--- src/include/zcspd_pkg.sv ---
package zcspd_pkg;

  // ----------------------------------------------------------------
  // Register map (word index on the plain register port)
  // ----------------------------------------------------------------
  localparam int unsigned ADDR_W = 4;
  localparam logic [3:0] ADDR_CTRL = 4'h0;
  localparam logic [3:0] ADDR_ZC_SPEED = 4'h1;
  localparam logic [3:0] ADDR_MATCH_WIN = 4'h2;
  localparam logic [3:0] ADDR_DIV = 4'h3;
  localparam logic [3:0] ADDR_STATUS = 4'h4;
  localparam logic [3:0] ADDR_POS = 4'h5;
  localparam logic [3:0] ADDR_IRQ_STAT = 4'h6;
  localparam logic [3:0] ADDR_IRQ_MASK = 4'h7;

  // ----------------------------------------------------------------
  // Field positions and values
  // ----------------------------------------------------------------
  localparam int unsigned CTRL_MODE_LSB = 0;
  localparam int unsigned CTRL_DIR_BIT = 4;
  localparam int unsigned CTRL_RESTART_BIT = 5;
  localparam logic [3:0] MODE_SPEED_ANALOG = 4'h0;
  localparam logic [3:0] MODE_POSITION = 4'h1;
  localparam logic [3:0] MODE_SPEED_ZCLAMP = 4'ha;
  localparam logic [3:0] CTRL_MODE_RST = 4'h0;
  localparam logic [11:0] ZC_SPEED_RST = 12'h00a;
  localparam logic [11:0] ZC_SPEED_MAX = 12'hbb8;
  localparam logic [6:0] MATCH_WIN_RST = 7'h0a;
  localparam logic [6:0] MATCH_WIN_MAX = 7'h64;
  localparam logic [14:0] DIV_RST = 15'h4000;
  localparam logic [14:0] DIV_MIN = 15'h0010;
  localparam logic [14:0] DIV_MAX = 15'h4000;
  localparam logic [31:0] HOLD_TOL = 32'h0000_0001;
  localparam logic [1:0] INDEX_VALID_REVS = 2'h2;

  localparam int unsigned IRQ_W = 4;
  localparam int unsigned IRQ_CLAMP_ON = 0;
  localparam int unsigned IRQ_CLAMP_OFF = 1;
  localparam int unsigned IRQ_MATCH = 2;
  localparam int unsigned IRQ_INDEX = 3;

  // Synchronised pin slots and their reset levels
  localparam int unsigned PIN_ZC_EN = 0;
  localparam int unsigned PIN_A = 1;
  localparam int unsigned PIN_B = 2;
  localparam int unsigned PIN_Z = 3;
  localparam logic [3:0] PIN_RST = 4'h1;

  typedef enum logic [0:0] {
    ZC_FREE = 1'b0,
    ZC_HOLD = 1'b1
  } zcspd_zc_state_t;

  typedef struct packed {
    logic [3:0] addr;
    logic [31:0] wdata;
    logic wr;
    logic rd;
  } zcspd_bus_req_t;

  typedef struct packed {
    logic a;
    logic a_n;
    logic b;
    logic b_n;
    logic z;
    logic z_n;
  } zcspd_enc_out_t;

endpackage : zcspd_pkg

--- src/rtl/zcspd_core.sv ---
`timescale 1ns/1ps
`default_nettype none

module zcspd_core #(
  parameter int unsigned ENC_COUNTS = 65536,
  parameter logic [11:0] MOTOR_MAX_RPM = 12'hbb8,
  parameter int unsigned POS_GAIN = 4
) (
  input wire logic ref_clk_i,
  input wire logic rst_b_i,
  input wire zcspd_pkg::zcspd_bus_req_t bus_req_i,
  output logic [31:0] bus_rdata_o,
  input wire logic zero_clamp_enable_n_i,
  input wire logic enc_a_i,
  input wire logic enc_b_i,
  input wire logic enc_index_i,
  input wire logic signed [15:0] speed_ref_i,
  input wire logic signed [15:0] speed_act_i,
  input wire logic position_done_n_i,
  output logic signed [15:0] speed_cmd_o,
  output logic clamp_active_o,
  output zcspd_pkg::zcspd_enc_out_t enc_out_o,
  output logic speed_match_n_o,
  output logic irq_o
);

  localparam int unsigned ACC_W = $clog2(ENC_COUNTS) + 2;
  localparam logic [ACC_W-1:0] ENC_CNT_L = ACC_W'(ENC_COUNTS);
  localparam logic signed [63:0] GAIN_S = 64'(POS_GAIN);
  localparam logic signed [63:0] MAX_S = 64'(MOTOR_MAX_RPM);

  if (ENC_COUNTS < 4 * 32'(zcspd_pkg::DIV_MAX) || POS_GAIN == 0 || MOTOR_MAX_RPM == 12'h000)
  begin : g_bad_cfg
    $error("zcspd_core: encoder counts too small or gain/max speed zero");
  end

  function automatic logic [31:0] abs32(input logic signed [31:0] v);
    abs32 = v[31] ? 32'(-v) : 32'(v);
  endfunction : abs32

  function automatic logic [31:0] clip_u(input logic [31:0] v, input logic [31:0] lo,
                                         input logic [31:0] hi);
    clip_u = (v < lo) ? lo : ((v > hi) ? hi : v);
  endfunction : clip_u

  // ----------------------------------------------------------------
  // Pin synchronisers
  // ----------------------------------------------------------------
  logic [3:0] pins_w;
  logic [3:0] s1_q;
  logic [3:0] s2_q;
  logic [3:0] s3_q;
  logic [3:0] pin_q;
  logic [3:0] pin_d;
  assign pins_w = {enc_index_i, enc_b_i, enc_a_i, zero_clamp_enable_n_i};
  // A change counts once the second and third stage agree
  assign pin_d = (s2_q & ~(s2_q ^ s3_q)) | (pin_q & (s2_q ^ s3_q));

  always_ff @(posedge ref_clk_i)
  begin
    if (!rst_b_i)
    begin
      s1_q <= zcspd_pkg::PIN_RST;
      s2_q <= zcspd_pkg::PIN_RST;
      s3_q <= zcspd_pkg::PIN_RST;
      pin_q <= zcspd_pkg::PIN_RST;
    end
    else
    begin
      s1_q <= pins_w;
      s2_q <= s1_q;
      s3_q <= s2_q;
      pin_q <= pin_d;
    end
  end

  // ----------------------------------------------------------------
  // Register decode
  // ----------------------------------------------------------------
  logic [3:0] mode_q;
  logic dir_q;
  logic [11:0] zcs_q;
  logic [6:0] win_q;
  logic [14:0] div_cfg_q;
  logic [14:0] div_act_q;
  logic [3:0] stat_q;
  logic [3:0] mask_q;
  logic [3:0] stat_d;
  logic [3:0] ev_w;
  logic [31:0] rd_mux_w;
  logic [31:0] wd_w;
  logic wr_ctrl_w;
  logic wr_zcs_w;
  logic wr_win_w;
  logic wr_div_w;
  logic wr_istat_w;
  logic wr_mask_w;
  logic restart_w;
  assign wd_w = bus_req_i.wdata;
  assign wr_ctrl_w = bus_req_i.wr && bus_req_i.addr == zcspd_pkg::ADDR_CTRL;
  assign wr_zcs_w = bus_req_i.wr && bus_req_i.addr == zcspd_pkg::ADDR_ZC_SPEED;
  assign wr_win_w = bus_req_i.wr && bus_req_i.addr == zcspd_pkg::ADDR_MATCH_WIN;
  assign wr_div_w = bus_req_i.wr && bus_req_i.addr == zcspd_pkg::ADDR_DIV;
  assign wr_istat_w = bus_req_i.wr && bus_req_i.addr == zcspd_pkg::ADDR_IRQ_STAT;
  assign wr_mask_w = bus_req_i.wr && bus_req_i.addr == zcspd_pkg::ADDR_IRQ_MASK;
  assign restart_w = wr_ctrl_w && wd_w[zcspd_pkg::CTRL_RESTART_BIT];
  // Set wins over a same-cycle write-one clear
  assign stat_d = (stat_q & ~(wr_istat_w ? wd_w[3:0] : 4'h0)) | ev_w;

  always_ff @(posedge ref_clk_i)
  begin
    if (!rst_b_i)
    begin
      mode_q <= zcspd_pkg::CTRL_MODE_RST;
      dir_q <= 1'b0;
      zcs_q <= zcspd_pkg::ZC_SPEED_RST;
      win_q <= zcspd_pkg::MATCH_WIN_RST;
      div_cfg_q <= zcspd_pkg::DIV_RST;
      div_act_q <= zcspd_pkg::DIV_RST;
      stat_q <= 4'h0;
      mask_q <= 4'h0;
    end
    else
    begin
      if (wr_ctrl_w)
      begin
        mode_q <= wd_w[zcspd_pkg::CTRL_MODE_LSB +: 4];
        dir_q <= wd_w[zcspd_pkg::CTRL_DIR_BIT];
      end
      if (wr_zcs_w)
      begin
        zcs_q <= 12'(clip_u(wd_w, 32'h0, 32'(zcspd_pkg::ZC_SPEED_MAX)));
      end
      if (wr_win_w)
      begin
        win_q <= 7'(clip_u(wd_w, 32'h0, 32'(zcspd_pkg::MATCH_WIN_MAX)));
      end
      if (wr_div_w)
      begin
        div_cfg_q <= 15'(clip_u(wd_w, 32'(zcspd_pkg::DIV_MIN), 32'(zcspd_pkg::DIV_MAX)));
      end
      if (restart_w)
      begin
        div_act_q <= div_cfg_q;
      end
      stat_q <= stat_d;
      if (wr_mask_w)
      begin
        mask_q <= wd_w[3:0];
      end
    end
  end

  // ----------------------------------------------------------------
  // Encoder decode and position
  // ----------------------------------------------------------------
  logic [1:0] ab_prev_q;
  logic [1:0] ab_bin_w;
  logic [1:0] step_w;
  logic enc_fwd_w;
  logic enc_rev_w;
  logic signed [31:0] pos_q;
  assign ab_bin_w = {pin_q[zcspd_pkg::PIN_A], pin_q[zcspd_pkg::PIN_A] ^ pin_q[zcspd_pkg::PIN_B]};
  assign step_w = ab_bin_w - ab_prev_q;
  assign enc_fwd_w = step_w == 2'h1;
  assign enc_rev_w = step_w == 2'h3;

  always_ff @(posedge ref_clk_i)
  begin
    if (!rst_b_i)
    begin
      ab_prev_q <= 2'h0;
      pos_q <= 32'sh0;
    end
    else
    begin
      ab_prev_q <= ab_bin_w;
      pos_q <= pos_q + (enc_fwd_w ? 32'sh1 : (enc_rev_w ? -32'sh1 : 32'sh0));
    end
  end

  // ----------------------------------------------------------------
  // Zero clamp
  // ----------------------------------------------------------------
  zcspd_pkg::zcspd_zc_state_t zc_q;
  zcspd_pkg::zcspd_zc_state_t zc_d;
  logic [11:0] eff_thr_w;
  logic clamp_cond_w;
  logic signed [31:0] clamp_pos_q;
  logic signed [31:0] err_w;
  logic [31:0] err_abs_w;
  logic signed [63:0] prod_w;
  logic signed [15:0] loop_cmd_w;
  logic signed [15:0] pass_cmd_w;
  logic signed [15:0] cmd_d;
  assign eff_thr_w = (zcs_q > MOTOR_MAX_RPM) ? MOTOR_MAX_RPM : zcs_q;
  assign clamp_cond_w = !pin_q[zcspd_pkg::PIN_ZC_EN]
    && mode_q == zcspd_pkg::MODE_SPEED_ZCLAMP
    && abs32(32'(speed_ref_i)) < {20'h0, eff_thr_w};
  assign err_w = clamp_pos_q - pos_q;
  assign err_abs_w = abs32(err_w);
  assign prod_w = 64'(err_w) * GAIN_S;
  // Restoring command saturated to the motor maximum
  assign loop_cmd_w = (err_abs_w <= zcspd_pkg::HOLD_TOL) ? 16'sh0 :
    (prod_w > MAX_S) ? 16'(MAX_S) : ((prod_w < -MAX_S) ? 16'(-MAX_S) : 16'(prod_w));
  assign pass_cmd_w = dir_q ? 16'(-speed_ref_i) : speed_ref_i;
  assign cmd_d = (zc_q == zcspd_pkg::ZC_HOLD) ? loop_cmd_w : pass_cmd_w;

  always_comb
  begin
    zc_d = zc_q;
    case (zc_q)
      zcspd_pkg::ZC_FREE:
      begin
        if (clamp_cond_w)
        begin
          zc_d = zcspd_pkg::ZC_HOLD;
        end
      end
      zcspd_pkg::ZC_HOLD:
      begin
        if (!clamp_cond_w)
        begin
          zc_d = zcspd_pkg::ZC_FREE;
        end
      end
      default:
      begin
        zc_d = zcspd_pkg::ZC_FREE;
      end
    endcase
  end

  always_ff @(posedge ref_clk_i)
  begin
    if (!rst_b_i)
    begin
      zc_q <= zcspd_pkg::ZC_FREE;
      clamp_pos_q <= 32'sh0;
      speed_cmd_o <= 16'sh0;
      clamp_active_o <= 1'b0;
    end
    else
    begin
      zc_q <= zc_d;
      if (zc_q == zcspd_pkg::ZC_FREE && zc_d == zcspd_pkg::ZC_HOLD)
      begin
        clamp_pos_q <= pos_q;
      end
      speed_cmd_o <= cmd_d;
      clamp_active_o <= zc_d == zcspd_pkg::ZC_HOLD;
    end
  end

  // ----------------------------------------------------------------
  // Encoder divider
  // ----------------------------------------------------------------
  logic [ACC_W-1:0] acc_q;
  logic [ACC_W-1:0] inc_w;
  logic [ACC_W-1:0] acc_up_w;
  logic up_wrap_w;
  logic dn_wrap_w;
  logic [1:0] oq_q;
  logic z_prev_q;
  logic idx_rise_w;
  logic [1:0] idx_cnt_q;
  assign inc_w = ACC_W'({div_act_q, 2'b00});
  assign acc_up_w = acc_q + inc_w;
  assign up_wrap_w = enc_fwd_w && acc_up_w >= ENC_CNT_L;
  assign dn_wrap_w = enc_rev_w && acc_q < inc_w;
  assign idx_rise_w = pin_q[zcspd_pkg::PIN_Z] && !z_prev_q;

  always_ff @(posedge ref_clk_i)
  begin
    if (!rst_b_i || restart_w)
    begin
      acc_q <= '0;
      oq_q <= 2'h0;
    end
    else
    begin
      // Raw shaft direction only, so phase order ignores dir_q
      if (up_wrap_w)
      begin
        acc_q <= acc_up_w - ENC_CNT_L;
        oq_q <= oq_q + 2'h1;
      end
      else if (enc_fwd_w)
      begin
        acc_q <= acc_up_w;
      end
      else if (dn_wrap_w)
      begin
        acc_q <= acc_q + ENC_CNT_L - inc_w;
        oq_q <= oq_q - 2'h1;
      end
      else if (enc_rev_w)
      begin
        acc_q <= acc_q - inc_w;
      end
    end
  end

  always_ff @(posedge ref_clk_i)
  begin
    if (!rst_b_i)
    begin
      enc_out_o <= '{a: 1'b0, a_n: 1'b1, b: 1'b0, b_n: 1'b1, z: 1'b0, z_n: 1'b1};
      z_prev_q <= 1'b0;
      idx_cnt_q <= 2'h0;
    end
    else
    begin
      enc_out_o.a <= oq_q[1];
      enc_out_o.a_n <= ~oq_q[1];
      enc_out_o.b <= oq_q[1] ^ oq_q[0];
      enc_out_o.b_n <= ~(oq_q[1] ^ oq_q[0]);
      enc_out_o.z <= pin_q[zcspd_pkg::PIN_Z];
      enc_out_o.z_n <= ~pin_q[zcspd_pkg::PIN_Z];
      z_prev_q <= pin_q[zcspd_pkg::PIN_Z];
      if (idx_rise_w && idx_cnt_q != zcspd_pkg::INDEX_VALID_REVS)
      begin
        idx_cnt_q <= idx_cnt_q + 2'h1;
      end
    end
  end

  // ----------------------------------------------------------------
  // Speed match, shared pin, interrupts, read data
  // ----------------------------------------------------------------
  logic match_w;
  logic match_q;
  logic is_pos_mode_w;
  assign match_w = abs32(32'(speed_ref_i) - 32'(speed_act_i)) < {25'h0, win_q};
  assign is_pos_mode_w = mode_q == zcspd_pkg::MODE_POSITION;
  assign ev_w = {idx_rise_w, match_w && !match_q,
                 zc_q == zcspd_pkg::ZC_HOLD && zc_d == zcspd_pkg::ZC_FREE,
                 zc_q == zcspd_pkg::ZC_FREE && zc_d == zcspd_pkg::ZC_HOLD};

  always_comb
  begin
    rd_mux_w = 32'h0;
    if (bus_req_i.addr == zcspd_pkg::ADDR_CTRL)
      rd_mux_w = {26'h0, 1'b0, dir_q, mode_q};
    else if (bus_req_i.addr == zcspd_pkg::ADDR_ZC_SPEED)
      rd_mux_w = {20'h0, zcs_q};
    else if (bus_req_i.addr == zcspd_pkg::ADDR_MATCH_WIN)
      rd_mux_w = {25'h0, win_q};
    else if (bus_req_i.addr == zcspd_pkg::ADDR_DIV)
      rd_mux_w = {17'h0, div_cfg_q};
    else if (bus_req_i.addr == zcspd_pkg::ADDR_STATUS)
      rd_mux_w = {1'b0, div_act_q, 12'h0,
                  idx_cnt_q == zcspd_pkg::INDEX_VALID_REVS, match_q,
                  zc_q == zcspd_pkg::ZC_HOLD, !pin_q[zcspd_pkg::PIN_ZC_EN]};
    else if (bus_req_i.addr == zcspd_pkg::ADDR_POS)
      rd_mux_w = pos_q;
    else if (bus_req_i.addr == zcspd_pkg::ADDR_IRQ_STAT)
      rd_mux_w = {28'h0, stat_q};
    else if (bus_req_i.addr == zcspd_pkg::ADDR_IRQ_MASK)
      rd_mux_w = {28'h0, mask_q};
  end

  always_ff @(posedge ref_clk_i)
  begin
    if (!rst_b_i)
    begin
      match_q <= 1'b0;
      speed_match_n_o <= 1'b1;
      irq_o <= 1'b0;
      bus_rdata_o <= 32'h0;
    end
    else
    begin
      match_q <= match_w;
      speed_match_n_o <= is_pos_mode_w ? position_done_n_i : ~match_w;
      irq_o <= |(stat_d & mask_q);
      bus_rdata_o <= bus_req_i.rd ? rd_mux_w : 32'h0;
    end
  end
endmodule : zcspd_core

`default_nettype wire

--- config.mk ---
export PLATFORM = sky130hd
export DESIGN_NAME = zcspd_core
export DESIGN_NICKNAME = d
export VERILOG_FILES = /design/src/include/zcspd_pkg.sv /design/src/rtl/zcspd_core.sv
export SDC_FILE = /design/constraint.sdc
export NUM_CORES = 1
export LEC_CHECK = 0
export ABC_AREA = 1
export BUFFER_PORTS_ARGS = -buffer_cell sky130_fd_sc_hd__buf_2
export CAP_MARGIN = 20
export CORE_AREA = 2 2 240 242
export CTS_BUF_LIST = sky130_fd_sc_hd__clkbuf_4 sky130_fd_sc_hd__clkbuf_8
export DETAILED_ROUTE_END_ITERATION = 7
export DIE_AREA = 0 0 242 244
export GPL_TIMING_DRIVEN = 0
export PLACE_DENSITY = 0.58
export SKIP_CTS_REPAIR_TIMING = 1
export SLEW_MARGIN = 25
export SYNTH_ARGS = -nofsm -noshare
export SYNTH_HDL_FRONTEND = slang
export SYNTH_SLANG_ARGS = --single-unit
--- constraint.sdc ---
create_clock -name ref_clk_i -period 4.6 [get_ports ref_clk_i]
set_input_delay 0.23 -clock ref_clk_i [delete_from_list [all_inputs] [get_ports ref_clk_i]]
set_output_delay 0.23 -clock ref_clk_i [all_outputs]
set_load 0.02 [all_outputs]
---- Word-level counts from Yosys, hierarchy flattened ----
Cells that the tools add are included.
cells by class
  reduce and logical (&&, ||, !) cells .... 31
  muxes and demuxes ....................... 35
  add/subtract/negate cells ............... 16
  order comparisons ....................... 13
  eq/ne operators ......................... 14
  bitwise gates (word level) .............. 19
operators by type and width
  kind                                                                               number
  32-bit 2-to-1 mux                                                                  6
  16-bit 2-to-1 mux                                                                  5
  18-bit 2-to-1 mux                                                                  4
  12-bit 2-to-1 mux                                                                  5
  15-bit 2-to-1 mux                                                                  3
  18-bit by 17-bit subtractor with 18-bit output                                     2
  34-bit by 13-bit greater-than comparator with 1-bit output, second input constant  1
  34-bit by 13-bit < comparator with 1-bit output, second input constant             1
  32-bit adder                                                                       1
  32-bit by 12-bit greater-than comparator with 1-bit output, second input constant  1
  32-bit by 15-bit greater-than comparator with 1-bit output, second input constant  1
  32-bit by 7-bit greater-than comparator with 1-bit output, second input constant   1
  32-bit by 1-bit <= comparator with 1-bit output, second input constant             1
  32-bit by 1-bit < comparator with 1-bit output, second input constant              1
  32-bit by 12-bit < comparator with 1-bit output                                    1
  32-bit by 5-bit < comparator with 1-bit output, second input constant              1
  32-bit by 7-bit < comparator with 1-bit output                                     1
  16-bit negator with 32-bit output                                                  1
  17-bit negator with 32-bit output                                                  1
  32-bit negator                                                                     1
  32-bit subtractor                                                                  1
  31-bit 2-to-1 mux                                                                  1
  18-bit by 17-bit adder with 18-bit output                                          1
  18-bit by 17-bit adder with 18-bit output, second input constant                   1
  other kinds (40)                                                                   85
word-level totals
  flip-flop bits (word level) ............. 224
  output and inout bits ................... 57
  word-level logic and storage cells ...... 162
  bits of input ports ..................... 77

---- Logic depth before layout (Yosys ltp) ----
Gate-level depths: netlist (run 1).
  depth after elaboration ................. 10
  depth in mapped cells ................... 30
  mapped depth without buffers ............ 29

---- Worst setup path after synthesis (run 1) ----
Ideal clock, no wire load.
  path kind ............................... flip-flop to flip-flop
  start ................................... register with a tool-made name
  end ..................................... register pos_q[21]
  data arrival time ....................... 4373 ps
  period minus slack after synthesis ...... 4486 ps
  setup time .............................. 113 ps
  stages on the path, launching flop included .. 20
  buffers on the path ..................... 0
  data required time ...................... 4487 ps
  path slack .............................. 114 ps
  cells stage by stage .................... dfxtp_1 xnor2_1 ha_1 xor2_1 xor2_1 nor2_1 ha_1 a21oi_1 nand2_1 a21o_1 a21oi_1 nor2_1 nor2_1 o21bai_1 a21boi_0 o21bai_1 a21oi_1 o21ai_0 nor2_1 nor2_1
RTL lines
  what                  line               RTL
  end signal, assigned  zcspd_core.sv:178  pos_q <= pos_q + (enc_fwd_w ? 32'sh1 : (enc_rev_w ? -32'sh1 : 32'sh0));
  end, declared         zcspd_core.sv:162  logic signed [31:0] pos_q;

==> results of run 1 <==
-- cell type report --
class	instances	area share
Clock buffer	64	0.0373
Clock inverter	15	0.00928
Sequential cell	222	0.207
Tap cell	756	0.0441
Inverter	538	0.0942
Multi-Input combinational cell	2128	0.549
Timing Repair Buffer	165	0.0467
Buffer	58	0.0125
-- path summary, 6_finish.rpt --
check                                                  to          startpoint
worst min-delay path            speed_cmd_o[5]$_SDFF_PN0_      speed_ref_i[5]
worst max-delay path                 pos_q[22]$_SDFF_PN0_                flop
worst min register to register         s2_q[0]$_SDFF_PN1_  s1_q[0]$_SDFF_PN1_
worst max register to register       pos_q[22]$_SDFF_PN0_                flop
-- cells in the final DEF (no fill, tap or decap), types with 8 or more instances in the layout --
cell	instances
nor2_1	232
clkinv_2	8
dfxtp_1	222
a21oi_1	259
a211oi_1	9
nand3_1	162
nand2_1	743
clkbuf_8	51
nor4_1	12
inv_1	522
o211ai_1	28
nor2_2	15
ha_1	152
nor3_1	25
fa_1	19
nand2_2	18
o21ai_0	184
clkbuf_4	13
nand4_1	46
dlygate4sd3_1	29
o22ai_1	22
o21bai_1	11
xnor2_1	9
clkbuf_1	46
inv_2	11
nand3_2	8
buf_2	136
nand3b_1	11
a31oi_1	18
o31ai_1	9
o221ai_1	11
xor2_1	67
-- metrics by stage --
stage / std cells / hold slack, ps
final: 3946 / 10.4
after global routing: 3946 / 3.41
after CTS: 3914 / -274
after detailed placement: 3835 / 395
after global placement: 3834 / 396
after floorplan: 2946 / 328
-- state kept, by name (all words and copies together) (netlist names), 2 cells and up, named ones only --
signal	flops
div_cfg_q	15
div_act_q	15
clamp_pos_q	32
idx_cnt_q	2
stat_q	4
speed_cmd_o	16
acc_q	16
mask_q	4
oq_q	2
pos_q	32
s2_q	4
bus_rdata_o	32
zcs_q	12
ab_prev_q	2
win_q	7
s1_q	4
enc_out_o	5
mode_q	4
s3_q	4
-- cell families (layout without fill, tap and decap cells) --
family                   after synthesis  in the layout  synth area share
AO/OA/AOI/OAI                        591            591             0.180
AND/OR/NAND/NOR                     1290           1290             0.296
XOR/XNOR                              76             76            0.0360
buffers and inverters                596            840             0.124
flip-flops                           222            222             0.240
adder cells (fa/ha/maj)              171            171             0.123
-- power groups by stage --
stage | Clock, mW | Sequential (mW) | Combinational [mW]
3_5_place_dp | 0 | 2.00 | 0.857
2_1_floorplan | 0 | 2.01 | 0.592
3_3_place_gp | 0 | 2.00 | 0.855
6_report | 2.32 | 1.96 | 0.885
5_1_grt | 2.47 | 1.96 | 0.996
4_1_cts | 2.38 | 1.96 | 0.860
-- worst max-delay path: cells and delay by family (launching register included) --
kind,cells,cell delay [ps]
flops,1,350
xor+xnor,3,860
fa+ha+maj,2,530
buf+inv,2,290
simple gates,11,960
compound gates,6,1200
-- metal layers --
| layer | vias to the layer above | routed length, um |
|---|---|---|
| met5 | - | 0 |
| met2 | 576 | 26600 |
| li1 | 9986 | - |
| met1 | 8734 | 29700 |
| met4 | 0 | 1510 |
| met3 | 81 | 3880 |
==> metrics.csv, run 1 <==
stage;metric;value;unit
status;status;complete, no violations;
worst_setup_path;WP data arrival;4820;ps
worst_setup_path;Crit Path Category;flop to flop;
timing;final setup vio count;0;
power;Power Dens Cells;241;mW/mm^2
synth;Synth Flop Type;dfxtp_1;
synth;Async SR Flop Fraction;0;
power;Static Leakage;11.0;nW
global_routing;met1 Use GR;0.289;
synth;Yosys top cell area share;0.240;
routing;Detailed Route WL;61700;um
timing;Least-Margin Pin Slew;933;ps
synth;number of flops mapped to enable cells by yosys;0;
worst_setup_path;Worst EP required;5140;ps
worst_setup_path;Reg2Reg Depth;24;
worst_setup_path;crit path cell chain;xnor2_1, ha_1, xor2_1, xor2_1, nor2_4, buf_4, ha_1, a21oi_1, nand2_1, nand2_1, nand2_1, a21oi_1, nor2_1, o21ai_0, nand2_1, a21oi_1, inv_1, nand2_1, nand2_1, a21oi_1, o21ai_0, nand2_1, nand2_1, nor2_1;
global_routing;antenna violations before repair;1;
synth;synth warn;0;
power;Clock power frac;0.450;
power;Reg power frac;0.379;
timing;Slew Limit Fails;0;
routing;DR vias/cell;4.91;
timing;RSZ-0062 raised after global routing;no;
routing;post-DR wirelength/cell;15.6;um
place;IO Port Bufs;132;
power;overall power;5.17;mW
layout;FILL cells;6187;
synth;Seq/Total Area, Yosys;0.240;
timing;FMAX;234;MHz
layout;Final Util;0.382;
power;Net Switching;1.55;mW
layout;fin area;0.0214;mm^2
die;core area;0.0562;mm^2
place;DP Area;0.0201;mm^2
synth;Post-Syn Area per Cell;6.27;um^2
die;starting density of the core;0.329;
die;Die W;242;um
global_routing;Most Crowded Layer GR;met2;
routing;1st-iter DRT viols;1619;
power;peak supply drop;0.000254;V
layout;Area Growth Syn to Fin;16.0;%
timing;Tcrit/Tclk final;0.930;
synth;Synth Instances;2946;
clocking;CTS Buf Count;43;
routing;DR vias;19400;
clocking;clock insertion delay at the later pin of the skew report;630;ps
clocking;Worst-path clk slew;70;ps
worst_setup_path;critical path peak fanout;5;
clocking;TritonCTS clock tree;done;
routing;post-route ant nets;0;
hold_path;Hold/Removal Path Class;input pin to flop;
clocking;Sink Count;222;
layout;register area;0.00444;mm^2
global_routing;global route total overflow;0;
place;Post-DP HPWL;50400;um
synth;Post-synth top cells;nand2_1, inv_1, a21oi_1, nor2_1, dfxtp_1;
synth;mapped cell area;0.0185;mm^2
power;Sw Ratio;0.300;
synth;synthesized flop and latch total;222;
power;total internal power;3.61;mW
timing;Fin. Hold Viols;0;
clocking;H-tree Lvls;2;
layout;share of post-route cells with drive strength above 1;0.0928;
worst_setup_path;CP startpoint kind;flop;
clocking;clk buf depth;3;
job;maxcap violations;0;
synth;Yosys cell types;51;
synth;Synth area leader;dfxtp_1;
place;worst slack at placement;177;ps
die;count of standard-cell rows;87;
global_routing;met2 usage;0.326;
routing;DR pass1 iterations;5;
timing;clock period minus worst slack;4280;ps
clocking;Root Buffer;clkbuf_8;
timing;Worst Clk Skew;44.5;ps
layout;area of the multi-input gates;0.0118;mm^2
global_routing;first-pass GRT wire length;97200;um
die;I/O pin count;134;
worst_setup_path;Worst Setup End Kind;flop;
worst_setup_path;reg-to-reg slack, setup;320;ps
global_routing;global routing usage on met3;0.0255;
global_routing;largest net degree at the start of global routing;24;
die;DIE AREA;0.0590;mm^2
worst_setup_path;Critical Path Max Stage Delay;450;ps
layout;nets@finish;3404;
timing;Setup TNS;0;ps
die;Chip Height;244;um
worst_setup_path;most frequent CP cell;nand2_1;
synth;dominant cells by area after synthesis;dfxtp_1, nand2_1, inv_1, ha_1, a21oi_1;
synth;Synth Net Count;3194;
timing;Max-slew headroom;0.378;
hold_path;hold path cells;3;
layout;number of diodes;0;
power;logic gate share of total power;0.171;
worst_setup_path;Slowest cell on crit path;xor2_1;
synth;top-count cell post-synth;nand2_1;
global_routing;overall global routing resource usage;0.205;
global_routing;vias in the first global route;18200;
timing;post-route setup slack;322;ps
routing;DRC Markers;0;
place;Routability Congestion;0.915;
Note: power is estimated with default switching activity, not from simulation.
==> inputs of run 2 (changes only) <==
- PLACE_DENSITY: 0.58 -> not set
==> run 2 against run 1 <==
  * Clock-buffer cell count increased by 1
  * Sequential cell count unchanged
  * Wire length decreased by 0.33%
  * Sequential power about the same
  * Setup slack improved by 44 ps
  * Combinational power decreased by 0.8%
  * Via count increased by 0.83%
==> metrics.csv, run 2 (synthesis gave the netlist of run 1 again) <==
stage;metric;value;unit
place;DP Cell Count;3835;
die;DIE AREA;0.0590;mm^2
timing;Least-Margin Pin Slew;773;ps
timing;clock period minus worst slack;4230;ps
global_routing;largest net degree at the start of global routing;26;
routing;post-route ant nets;0;
power;peak supply drop;0.000235;V
timing;Max-slew headroom;0.484;
layout;nets@finish;3401;
layout;fin area;0.0213;mm^2
layout;area of the multi-input gates;0.0118;mm^2
routing;DR vias/cell;4.95;
routing;Detailed Route WL;61500;um
die;count of standard-cell rows;87;
timing;Tcrit/Tclk final;0.920;
worst_setup_path;CP startpoint kind;flop;
timing;Fin. Hold Viols;0;
layout;most frequent cells in the layout;nand2_1, inv_1, a21oi_1;
clocking;Root Buffer;clkbuf_8;
die;Chip Height;244;um
timing;Worst Clk Skew;60.3;ps
status;status;complete, no violations;
place;IO Port Bufs;132;
layout;FILL cells;6219;
global_routing;antenna violations before repair;3;
layout;top flop regs;bus_rdata_o x32, clamp_pos_q x32, pos_q x32;
clocking;Worst-path clk slew;60;ps
power;Static Leakage;11.0;nW
worst_setup_path;critical path peak fanout;13;
die;starting density of the core;0.329;
routing;DR pass1 iterations;6;
hold_path;Hold/Removal Path Class;input pin to flop;
layout;share of post-route cells with drive strength above 1;0.0920;
clocking;clock insertion delay at the later pin of the skew report;630;ps
global_routing;vias in the first global route;17900;
clocking;clk buf depth;3;
routing;1st-iter DRT viols;1558;
place;Routability Congestion;0.916;
routing;post-DR wirelength/cell;15.6;um
clocking;Sink Count;222;
clocking;H-tree Lvls;2;
global_routing;global route total overflow;0;
die;I/O pin count;134;
layout;fin cells;3944;
routing;DRC Markers;0;
global_routing;overall global routing resource usage;0.202;
die;core area;0.0562;mm^2
worst_setup_path;WP data arrival;4700;ps
clocking;CTS Buf Count;43;
place;Post-DP HPWL;50000;um
layout;Area Growth Syn to Fin;15.5;%
timing;Setup TNS;0;ps
clocking;TritonCTS clock tree;done;
power;Power Dens Cells;233;mW/mm^2
worst_setup_path;Crit Path Category;flop to flop;
global_routing;first-pass GRT wire length;95700;um
timing;FMAX;236;MHz
timing;RSZ-0062 raised after global routing;no;
power;overall power;4.97;mW
layout;commonest non-fill, non-tap cell in the layout;nand2_1;
layout;register area;0.00444;mm^2
worst_setup_path;Worst EP required;5070;ps
job;maxcap violations;0;
place;DP Area;0.0201;mm^2
timing;Slew Limit Fails;0;
worst_setup_path;Worst Setup End Kind;flop;
die;Die W;242;um
routing;DR vias;19500;
timing;final setup vio count;0;
## run 2: cell types whose count changed in the layout (fill, tap and decap cells not counted)
cell,before,now
buf_12,0,1
xor2_1,67,66
inv_12,1,0
buf_4,7,4
clkbuf_8,51,56
diode_2,0,2
buf_16,1,0
clkinv_2,8,7
xor2_2,0,1
clkinv_4,0,1
clkinvlp_4,0,3
bufinv_16,4,0
clkbuf_4,13,9
## run 2: stage by stage
| stage | util | hold WS, ps | worst slack [ps] |
|---|---|---|---|
| final | 0.380 | 22.1 | 366 |
| after global routing | 0.380 | 5.61 | 10.7 |
| after CTS | 0.375 | -234 | 366 |
| after detailed placement | 0.358 | 396 | 208 |
| after global placement | 0.358 | 393 | -1970 |
| after floorplan | - | 328 | 114 |
## run 2: final timing paths
check	startpoint	to	slack (ps)	cells after the start
setup reg to reg	flop	pos_q[22]$_SDFF_PN0_	370	25
setup / recovery	flop	pos_q[22]$_SDFF_PN0_	370	25
hold / removal	speed_ref_i[6]	speed_cmd_o[6]$_SDFF_PN0_	20	3
hold reg to reg	s1_q[1]$_SDFF_PN0_	s2_q[1]$_SDFF_PN0_	410	2
## run 2: cell type report
cell class              instances  share of cell area
inverters                     538              0.0946
clock inverters                13             0.00416
plain buffers                  58              0.0125
flip-flops and latches        222               0.208
multi-input cells            2128               0.551
repair buffers                162              0.0455
well taps                     756              0.0443
diodes                          2            0.000234
clock buffers                  65              0.0393
## run 2: per-layer routing
metal,vias to the layer above,track usage,share of wire,wire length [um]
li1,9976,-,-,-
met2,631,0.321,0.44,27000
met5,-,0,0,0
met4,0,0.0635,0.026,1570
met1,8853,0.283,0.48,29300
met3,77,0.0261,0.059,3660
## run 2: critical path, stage by stage (launching register included)
cell     delay [ps]
dfxtp_1         350
xnor2_1         240
ha_1            200
xor2_1          220
xor2_2          160
nor2_4          370
inv_1           240
fa_1            450
inv_1            80
nand3_1          60
nand2_1         100
nand2_1          60
nand2_1          60
a21oi_1          90
nor2_1           90
o21ai_0          80
nand2_1         150
a21oi_1          80
inv_1           150
nand2_1          70
nand2_1         130
a21oi_1         140
o21ai_0         300
nand2_1          90
nand2_1          70
nor2_1           60
## run 2: power breakdown
group	total (mW)	internal (mW)	switching, mW	leakage [nW]
registers	1.96	1.95	0.0136	1.80
logic	0.878	0.312	0.566	8.69
clock network	2.13	1.18	0.954	0.488
total	4.97	3.44	1.53	11.0
